File: src/common/spx_pkg.sv
// Constants, types and opcode encodings for the stack and subtract execution unit
package spx_pkg;
  // ****************************************
  // Flag bit positions
  // ****************************************
  localparam int FLAG_C = 0;
  localparam int FLAG_V = 1;
  localparam int FLAG_Z = 2;
  localparam int FLAG_N = 3;
  localparam int FLAG_I = 4;
  localparam int FLAG_H = 5;
  localparam int FLAG_F = 6;
  localparam int FLAG_E = 7;
  // ****************************************
  // Selector bits and constants
  // ****************************************
  localparam int SEL_CC = 0;
  localparam int SEL_A = 1;
  localparam int SEL_B = 2;
  localparam int SEL_DP = 3;
  localparam int SEL_X = 4;
  localparam int SEL_Y = 5;
  localparam int SEL_SP = 6;
  localparam int SEL_PC = 7;
  localparam logic [15:0] TRAP_VECTOR = 16'hfffa;
  localparam logic [7:0] SEL_ALL = 8'hff;
  localparam logic [7:0] SEL_PC_ONLY = 8'h80;
  localparam logic [7:0] SEL_ENTIRE = 8'hfe;
  localparam logic [7:0] BYTE_ONES = 8'hff;
  localparam logic [7:0] BYTE_ZERO = 8'h00;
  localparam logic [15:0] ONE16 = 16'h0001;
  localparam logic [15:0] RST16 = 16'h0000;
  localparam logic [7:0] RST_FLAGS = 8'h50;
  // ****************************************
  // Operations
  // ****************************************
  typedef enum logic [3:0] {
    pull_hardware_stack_op = 4'h0,
    pull_user_stack_op = 4'h1,
    rotate_left_op = 4'h2,
    rotate_right_op = 4'h3,
    interrupt_return_op = 4'h4,
    subroutine_return_op = 4'h5,
    sub_borrow_acc_a_op = 4'h6,
    sign_extend_op = 4'h7,
    store_byte_op = 4'h8,
    store_word_op = 4'h9,
    subtract_byte_op = 4'ha,
    subtract_word_op = 4'hb,
    software_trap_op = 4'hc
  } spx_op_t;
  // Sequencer states
  typedef enum logic [2:0] {
    ST_IDLE = 3'b000,
    ST_PULL = 3'b001,
    ST_PUSH = 3'b010,
    ST_VEC = 3'b011,
    ST_RD = 3'b100,
    ST_WR = 3'b101,
    ST_DONE = 3'b110
  } spx_state_t;
endpackage : spx_pkg

File: src/verilog/spx_exec.sv
// Execution unit for stack pulls, rotates, returns, subtracts, stores and trap
//
// The implementer's own choices: the address map and strobed register access.
`timescale 1ns/1ps
module spx_exec
  import spx_pkg::*;
(
  input wire logic clk,
  input wire logic rst_n,
  input wire logic start, // One-cycle request
  input wire logic [3:0] op, // Operation code
  input wire logic [7:0] sel, // Pull selector byte
  input wire logic [15:0] ea, // Operand address M
  input wire logic target_b, // Byte stores and subtracts use B, else A; rotates always use A
  input wire logic [7:0] mem_rdata, // Read data, one cycle after mem_rd
  output logic mem_rd, // Read strobe
  output logic mem_wr, // Write strobe
  output logic [15:0] mem_addr,
  output logic [7:0] mem_wdata,
  output logic busy,
  output logic done, // One-cycle completion pulse
  output logic [7:0] flag_register,
  output logic [7:0] accumulator_a,
  output logic [7:0] accumulator_b,
  output logic [7:0] page_register,
  output logic [15:0] index_x,
  output logic [15:0] index_y,
  output logic [15:0] user_stack_pointer,
  output logic [15:0] hardware_stack_pointer,
  output logic [15:0] prog_counter
);
  // ****************************************
  // Helpers
  // ****************************************
  // Lowest set bit index of a mask, zero when empty
  function automatic logic [2:0] low_bit(input logic [7:0] m);
    for (int i = 0; i < 8; i++) begin
      if (m[i]) begin
        return i[2:0];
      end
    end
    return 3'h0;
  endfunction : low_bit
  // Highest set bit index of a mask, zero when empty
  function automatic logic [2:0] high_bit(input logic [7:0] m);
    for (int i = 7; i >= 0; i--) begin
      if (m[i]) begin
        return i[2:0];
      end
    end
    return 3'h0;
  endfunction : high_bit
  // Register is 16 bits wide
  function automatic logic is_word(input logic [2:0] b);
    return b >= 3'h4;
  endfunction : is_word
  // ****************************************
  // State
  // ****************************************
  spx_state_t state; // Sequencer state
  spx_op_t cur_op; // Latched operation
  logic [7:0] mask; // Registers still to move
  logic half; // Second byte of word
  logic use_user; // Pull source is user stack
  logic [7:0] rd_hi; // Held high byte of operand
  logic rd_wait; // Read data due this cycle
  logic [2:0] cur_bit;
  logic [15:0] word_val;
  logic [7:0] byte_val;
  logic [7:0] opnd; // Byte operand, accumulator B or A per target_b, not registered
  logic [8:0] diff8;
  logic [16:0] diff16;
  logic [15:0] dacc;
  assign cur_bit = state == ST_PUSH ? high_bit(mask) : low_bit(mask); // Push walks high first
  assign dacc = {accumulator_a, accumulator_b};
  assign opnd = target_b ? accumulator_b : accumulator_a;
  // Value of the register being pushed
  always_comb begin
    word_val = RST16;
    byte_val = BYTE_ZERO;
    case (cur_bit)
      3'h0: byte_val = flag_register;
      3'h1: byte_val = accumulator_a;
      3'h2: byte_val = accumulator_b;
      3'h3: byte_val = page_register;
      3'h4: word_val = index_x;
      3'h5: word_val = index_y;
      3'h6: word_val = user_stack_pointer;
      default: word_val = prog_counter;
    endcase
  end
  // Subtract datapaths, borrow from carry for SBC
  assign diff8 = {1'b0, opnd} - {1'b0, mem_rdata}
    - {8'h00, cur_op == sub_borrow_acc_a_op && flag_register[FLAG_C]};
  assign diff16 = {1'b0, dacc} - {1'b0, rd_hi, mem_rdata};
  // ****************************************
  // Sequencer and datapath
  // ****************************************
  always_ff @(posedge clk) begin
    if (!rst_n) begin
      state <= ST_IDLE;
      cur_op <= pull_hardware_stack_op;
      mask <= BYTE_ZERO;
      half <= 1'b0;
      use_user <= 1'b0;
      rd_hi <= BYTE_ZERO;
      rd_wait <= 1'b0;
      mem_rd <= 1'b0;
      mem_wr <= 1'b0;
      mem_addr <= RST16;
      mem_wdata <= BYTE_ZERO;
      busy <= 1'b0;
      done <= 1'b0;
      flag_register <= RST_FLAGS;
      accumulator_a <= BYTE_ZERO;
      accumulator_b <= BYTE_ZERO;
      page_register <= BYTE_ZERO;
      index_x <= RST16;
      index_y <= RST16;
      user_stack_pointer <= RST16;
      hardware_stack_pointer <= RST16;
      prog_counter <= RST16;
    end else begin
      mem_rd <= 1'b0;
      mem_wr <= 1'b0;
      done <= 1'b0;
      case (state)
        // Accept and launch an operation
        ST_IDLE: begin
          if (start) begin
            cur_op <= spx_op_t'(op);
            busy <= 1'b1;
            half <= 1'b0;
            rd_wait <= 1'b0;
            case (spx_op_t'(op))
              pull_hardware_stack_op: begin
                mask <= sel;
                use_user <= 1'b0;
                state <= ST_PULL;
              end
              pull_user_stack_op: begin
                mask <= sel;
                use_user <= 1'b1;
                state <= ST_PULL;
              end
              interrupt_return_op: begin
                mask <= 8'h01; // Flags first, rest after
                use_user <= 1'b0;
                state <= ST_PULL;
              end
              subroutine_return_op: begin
                mask <= SEL_PC_ONLY;
                use_user <= 1'b0;
                state <= ST_PULL;
              end
              software_trap_op: begin
                flag_register[FLAG_E] <= 1'b1;
                mask <= SEL_ALL; // U goes in the pointer slot
                state <= ST_PUSH;
              end
              rotate_left_op: begin
                accumulator_a <= {accumulator_a[6:0], flag_register[FLAG_C]};
                flag_register[FLAG_C] <= accumulator_a[7];
                flag_register[FLAG_V] <= accumulator_a[6] ^ accumulator_a[7];
                flag_register[FLAG_N] <= accumulator_a[6];
                flag_register[FLAG_Z] <= {accumulator_a[6:0], flag_register[FLAG_C]} == 8'h00;
                state <= ST_DONE;
              end
              rotate_right_op: begin
                accumulator_a <= {flag_register[FLAG_C], accumulator_a[7:1]};
                flag_register[FLAG_C] <= accumulator_a[0];
                flag_register[FLAG_N] <= flag_register[FLAG_C];
                flag_register[FLAG_Z] <= {flag_register[FLAG_C], accumulator_a[7:1]} == 8'h00;
                state <= ST_DONE;
              end
              sign_extend_op: begin
                accumulator_a <= accumulator_b[7] ? BYTE_ONES : BYTE_ZERO;
                flag_register[FLAG_N] <= accumulator_b[7];
                flag_register[FLAG_Z] <= !accumulator_b[7] && accumulator_b == BYTE_ZERO;
                state <= ST_DONE;
              end
              store_byte_op: begin
                mem_wr <= 1'b1;
                mem_addr <= ea;
                mem_wdata <= opnd;
                flag_register[FLAG_N] <= opnd[7];
                flag_register[FLAG_Z] <= opnd == BYTE_ZERO;
                flag_register[FLAG_V] <= 1'b0;
                state <= ST_DONE;
              end
              store_word_op: begin
                mem_wr <= 1'b1;
                mem_addr <= ea;
                mem_wdata <= accumulator_a;
                flag_register[FLAG_N] <= accumulator_a[7];
                flag_register[FLAG_Z] <= dacc == RST16;
                flag_register[FLAG_V] <= 1'b0;
                state <= ST_WR;
              end
              default: begin
                mem_rd <= 1'b1; // Fetch operand at M
                mem_addr <= ea;
                state <= ST_RD;
              end
            endcase
          end
        end
        // Second byte of a word store
        ST_WR: begin
          mem_wr <= 1'b1;
          mem_addr <= mem_addr + ONE16;
          mem_wdata <= accumulator_b;
          state <= ST_DONE;
        end
        // Operand read and subtract
        ST_RD: begin
          if (!rd_wait) begin
            rd_wait <= 1'b1;
          end else if (cur_op == subtract_word_op && !half) begin
            rd_hi <= mem_rdata; // High byte at M
            half <= 1'b1;
            rd_wait <= 1'b0;
            mem_rd <= 1'b1;
            mem_addr <= mem_addr + ONE16;
          end else if (cur_op == subtract_word_op) begin
            {accumulator_a, accumulator_b} <= diff16[15:0];
            flag_register[FLAG_N] <= diff16[15];
            flag_register[FLAG_Z] <= diff16[15:0] == RST16;
            flag_register[FLAG_V] <= (dacc[15] ^ rd_hi[7]) & (dacc[15] ^ diff16[15]);
            flag_register[FLAG_C] <= diff16[16];
            state <= ST_DONE;
          end else begin
            if (target_b) begin
              accumulator_b <= diff8[7:0];
            end else begin
              accumulator_a <= diff8[7:0];
            end
            flag_register[FLAG_N] <= diff8[7];
            flag_register[FLAG_Z] <= diff8[7:0] == BYTE_ZERO;
            flag_register[FLAG_V] <= (opnd[7] ^ mem_rdata[7]) & (opnd[7] ^ diff8[7]);
            flag_register[FLAG_C] <= diff8[8]; // Half carry left as is
            state <= ST_DONE;
          end
        end
        // Pull one byte per read, low selector bit first
        ST_PULL: begin
          if (mask == BYTE_ZERO) begin
            state <= ST_DONE;
          end else if (!rd_wait) begin
            mem_rd <= 1'b1;
            mem_addr <= use_user ? user_stack_pointer : hardware_stack_pointer;
            if (use_user) begin
              user_stack_pointer <= user_stack_pointer + ONE16;
            end else begin
              hardware_stack_pointer <= hardware_stack_pointer + ONE16;
            end
            rd_wait <= 1'b1;
          end else if (!mem_rd) begin // Data stands the cycle after the strobe
            rd_wait <= 1'b0;
            case (cur_bit)
              3'h0: begin
                flag_register <= mem_rdata;
                if (cur_op == interrupt_return_op) begin
                  mask <= mem_rdata[FLAG_E] ? SEL_ENTIRE : SEL_PC_ONLY;
                end
              end
              3'h1: accumulator_a <= mem_rdata;
              3'h2: accumulator_b <= mem_rdata;
              3'h3: page_register <= mem_rdata;
              3'h4: index_x <= half ? {index_x[15:8], mem_rdata} : {mem_rdata, index_x[7:0]};
              3'h5: index_y <= half ? {index_y[15:8], mem_rdata} : {mem_rdata, index_y[7:0]};
              3'h6: begin
                // The other stack pointer; own pointer never loaded
                if (use_user) begin
                  hardware_stack_pointer <= half ? {hardware_stack_pointer[15:8], mem_rdata}
                    : {mem_rdata, hardware_stack_pointer[7:0]};
                end else begin
                  user_stack_pointer <= half ? {user_stack_pointer[15:8], mem_rdata}
                    : {mem_rdata, user_stack_pointer[7:0]};
                end
              end
              default: prog_counter <= half ? {prog_counter[15:8], mem_rdata}
                : {mem_rdata, prog_counter[7:0]};
            endcase
            if (is_word(cur_bit) && !half) begin
              half <= 1'b1; // High byte first from lower address
            end else begin
              half <= 1'b0;
              if (!(cur_bit == 3'h0 && cur_op == interrupt_return_op)) begin
                mask[cur_bit] <= 1'b0;
              end
            end
          end
        end
        // Push pre-decrement, high selector bit first, low byte first
        ST_PUSH: begin
          if (mask == BYTE_ZERO) begin
            flag_register[FLAG_I] <= 1'b1;
            flag_register[FLAG_F] <= 1'b1;
            mem_rd <= 1'b1;
            mem_addr <= TRAP_VECTOR;
            half <= 1'b0;
            rd_wait <= 1'b0;
            state <= ST_VEC;
          end else begin
            mem_wr <= 1'b1;
            mem_addr <= hardware_stack_pointer - ONE16;
            hardware_stack_pointer <= hardware_stack_pointer - ONE16;
            if (is_word(cur_bit)) begin
              mem_wdata <= half ? word_val[15:8] : word_val[7:0];
              half <= !half;
              if (half) begin
                mask[cur_bit] <= 1'b0;
              end
            end else begin
              mem_wdata <= byte_val;
              mask[cur_bit] <= 1'b0;
            end
          end
        end
        // Vector fetch, high byte at FFFA
        ST_VEC: begin
          if (!rd_wait) begin
            rd_wait <= 1'b1;
          end else if (!half) begin
            prog_counter[15:8] <= mem_rdata;
            half <= 1'b1;
            rd_wait <= 1'b0;
            mem_rd <= 1'b1;
            mem_addr <= TRAP_VECTOR + ONE16;
          end else begin
            prog_counter[7:0] <= mem_rdata;
            state <= ST_DONE;
          end
        end
        // Finish
        default: begin
          busy <= 1'b0;
          done <= 1'b1;
          state <= ST_IDLE;
        end
      endcase
    end
  end
endmodule : spx_exec
File: config.mk
export PLATFORM = sky130hd
export DESIGN_NAME = spx_exec
export DESIGN_NICKNAME = d
export VERILOG_FILES = /design/src/common/spx_pkg.sv /design/src/verilog/spx_exec.sv
export SDC_FILE = /design/constraint.sdc
export NUM_CORES = 1
export LEC_CHECK = 0
export ABC_CLOCK_PERIOD_IN_PS = 5050
export BUFFER_PORTS_ARGS = -buffer_cell sky130_fd_sc_hd__clkbuf_2
export CAP_MARGIN = 30
export CORE_ASPECT_RATIO = 0.7
export CORE_MARGIN = 2
export CORE_UTILIZATION = 59
export CTS_CLUSTER_DIAMETER = 200
export DETAILED_ROUTE_END_ITERATION = 8
export GPL_TIMING_DRIVEN = 0
export PLACE_DENSITY = 0.82
export SLEW_MARGIN = 20
export SYNTH_ARGS = -nofsm -noshare
export SYNTH_HDL_FRONTEND = slang
export SYNTH_SLANG_ARGS = --single-unit
File: constraint.sdc
create_clock -name clk -period 5.05 [get_ports clk]
set_input_delay 1.01 -clock clk [delete_from_list [all_inputs] [get_ports clk]]
set_output_delay 1.01 -clock clk [all_outputs]
set_load 0.03 [all_outputs]
==> qor.yml <==
area_growth_pct: 15.06
reg2reg_to: "page_register[0]$_SDFFE_PN0P_"
core_area_mm2: 0.02070
crit_chain: "clkbuf_2 > clkbuf_1 > inv_1 > ha_1 > o21ai_0 > a21oi_1 > o31ai_1 > a311oi_1 > mux2i_1 > a211oi_1 > nand2b_1 > a31oi_1"
cts-buffers-inserted: 17
placed_cells: 2167
start_util_pct: 60.03
cts_resized: 0
cts.clk_slew.worst_paths_ns: 0.07
synth_cell_types: 88
worstPathMaxFanout: 10
slew_viol_final: 0
diodes: 0
post-cts-setup-buffers: 0
tns_ns: -0.04578
hold_ws_ns: 0.4921
h-tree-depth: 4
synthAdderAreaFrac_pct: 4.108
syn_area_mm2: 0.01243
grt_pass1_vias: 13530
clk_latency_ns: 0.46
worst_pin_slew_ns: 1.094
r2r_start: "state[0]$_SDFFE_PN0P_"
crit_path_end_kind: "register"
synth_mux_area_share_pct: 6.545
final_common_cell: "nor2_1"
yosys_warnings: 0
status: "finished, violations left"
setup_ws_ns: -0.03112
layout_min_cycle_time_ns: 5.081
period_share_pct: 100.6
ys.flop_type: "dfxtp_1"
synth_top_family_by_area: "compound AO/OA/AOI/OAI gates"
synth_edf_count: 0
cap_violations: 0
grt_first_pass_wirelength_um: 83490
violations: "DRC, setup timing"
portBuffers: 177
seq_area_frac_synth_pct: 26.74
synth-simple-area-share_pct: 24.25
wl_per_cell_um: 26.09
cts_hold_buf: 0
slew_headroom_pct: 27.03
cts_tree: "built"
grt_usage_pct: 49.99
cts_buffer_depth: 2
antenna_found_initial: 2
finalClockSkew_ns: 0.01563
reg2reg_depth: 8
final-setup-viol-count: 2
synth_cells: 1709
crit_family: "compound AO/OA/AOI/OAI gates"
gp_congestion: 1.173
nets: 1990
die_w_um: 177.5
start_kind: "primary input"
hold_class: "reg -> reg"
min_to: "cur_op[0]$_SDFFE_PN0P_"
post-route-util_pct: 69.07
grt_start_max_net_pins: 19
drtIter0Drc: 3198
stdcell_count: 2200
syn-num-nets: 1788
ioPinCount: 180
first_pass_iters: 9
viasPerCell: 7.083
overflow: 0
leakage_nw: 5.379
numClockSinks: 166
worstPathArrival_ns: 5.37
hold_viol_final: 0
row_count: 44
hold_depth: 2
root_buffer: "clkbuf_16"
dieHeight_um: 125.4
fillers: 1866
synth_compound_area_share_pct: 28.97
crit_buf_inv: 3
dieArea_mm2: 0.02226
required_ns: 5.34
dp_hpwl_um: 43020
drive_gt1_share_pct: 13.88
synth_xor_area_share_pct: 3.524
worstHoldStart: "cur_op[0]$_SDFFE_PN0P_"
synth.avg_cell_area_um2: 7.271
num_vias: 15580
max_freq_mhz: 196.8
crit_type: "in -> reg"
drcViolationCount: 8
ir_drop_uv: 278.6
rrSetupSlack_ns: 1.13
p_per_area_mw_per_mm2: 672.5
wl_um: 57390
crit_path_max_incr_delay_ns: 0.89
layout_common_cells: "nor2_1 (196), clkbuf_2 (178), nand2_1 (177), dfxtp_1 (166), a21oi_1 (149)"
ys_ff_latch: 166
power_mw: 9.615
crit_path_top_delay_cell: "a311oi_1"
ant_nets: 0
async_flop_share_pct: 0
rsz0062_at_grt: "no"
==> cells in the mapped netlist, types with 5 or more instances <==
| library cell | number | share of area (%) |
|---|---|---|
| nand2b_1 | 22 | 1.1 |
| o211a_1 | 5 | 0.40 |
| o21ai_1 | 9 | 0.36 |
| a221oi_1 | 15 | 1.1 |
| a311oi_1 | 10 | 0.70 |
| mux2_2 | 10 | 0.91 |
| and2_1 | 10 | 0.50 |
| nor2_1 | 196 | 5.9 |
| nor3_1 | 32 | 1.3 |
| o221a_2 | 9 | 0.82 |
| nor4_1 | 13 | 0.65 |
| clkbuf_1 | 109 | 3.3 |
| buf_2 | 5 | 0.20 |
| nand4b_1 | 6 | 0.42 |
| inv_1 | 53 | 1.6 |
| nor3b_1 | 6 | 0.36 |
| nor3_2 | 6 | 0.48 |
| o31ai_1 | 15 | 0.91 |
| xnor2_1 | 32 | 2.3 |
| or3_1 | 12 | 0.60 |
| o21ai_0 | 137 | 5.5 |
| nand2_1 | 177 | 5.3 |
| ha_1 | 36 | 3.6 |
| a22oi_1 | 16 | 0.97 |
| nor2b_1 | 8 | 0.40 |
| buf_1 | 11 | 0.33 |
| nand4_1 | 22 | 1.1 |
| o2111ai_1 | 7 | 0.49 |
| a21oi_1 | 149 | 6.0 |
| nand3_1 | 76 | 3.1 |
| dfxtp_1 | 166 | 27 |
| a211oi_1 | 20 | 1.2 |
| and3_1 | 14 | 0.70 |
| a21boi_0 | 7 | 0.42 |
| mux2i_1 | 70 | 5.6 |
| a31oi_1 | 34 | 1.7 |
| o21a_1 | 14 | 0.85 |
| o211ai_1 | 34 | 2.1 |
| o22ai_1 | 11 | 0.55 |
| xor2_1 | 18 | 1.3 |
| a21o_1 | 12 | 0.73 |
==> cells by family after synthesis <==
| group | after synthesis |
|---|---|
| fa+ha+maj | 39 |
| simple gates | 630 |
| buf+inv | 185 |
| xor+xnor | 50 |
| mux | 80 |
| compound gates | 559 |
| flops | 166 |
==> worst min-delay path, cell delays in order (launching register included) <==
cell	delay [ns]
dfxtp_1	0.34
nand2_1	0.06
a21oi_1	0.05
==> layout make-up <==
class | instances | area [um2] | share of cell area [%]
Sequential cell | 166 | 3323 | 23.24
Buffer | 130 | 521.8 | 3.649
Tap cell | 276 | 345.3 | 2.415
Multi-Input combinational cell | 1358 | 8381 | 58.62
Clock inverter | 14 | 153.9 | 1.076
Timing Repair Buffer | 183 | 927.1 | 6.485
Inverter | 55 | 206.4 | 1.444
Clock buffer | 18 | 439.2 | 3.072
==> metrics by stage <==
stage          cell area [um2]  setup slack [ns]
2_1_floorplan            12430            0.9550
3_3_place_gp             13660          -0.01230
3_5_place_dp             13680         -0.001195
4_1_cts                  14280            0.4473
5_1_grt                  14300           0.02170
6_report                 14300          -0.03112
==> sequential cells by signal, summed over array words and instances, names as in the netlist, 3 cells and up <==
register                count
prog_counter               16
mem_wdata                   8
cur_op                      4
index_y                    16
page_register               8
flag_register               8
index_x                    16
state                       3
user_stack_pointer         16
mem_addr                   16
rd_hi                       8
accumulator_b               8
accumulator_a               8
mask                        8
hardware_stack_pointer     16
==> layer usage <==
layer,vias up,global-route usage [%],part of all wire (%)
met3,247,26.37,20
met5,-,3.070,0.30
met1,7096,69.98,39
met4,9,20.93,5.1
li1,6689,-,-
met2,1542,62.13,36
==> where the power goes <==
group          switching [mW]  internal (mW)  total [mW]
logic                    4.37           1.96        6.33
clock network           0.681          0.678        1.36
registers               0.401           1.53        1.93
==> worst max path at each step <==
stage,startpoint,cells past startpoint,to
2_1_floorplan,target_b,12,flag_register[0]$_SDFFE_PN0P_
3_3_place_gp,mem_rdata[3],12,accumulator_a[7]$_SDFFE_PN0P_
3_5_place_dp,mem_rdata[3],12,flag_register[3]$_SDFFE_PN0P_
4_1_cts,mem_rdata[3],12,accumulator_a[7]$_SDFFE_PN0P_
5_1_grt,mem_rdata[1],12,accumulator_a[7]$_SDFFE_PN0P_
6_report,mem_rdata[3],12,accumulator_a[7]$_SDFFE_PN0P_
No activity file was read; power rests on OpenSTA's default activity.
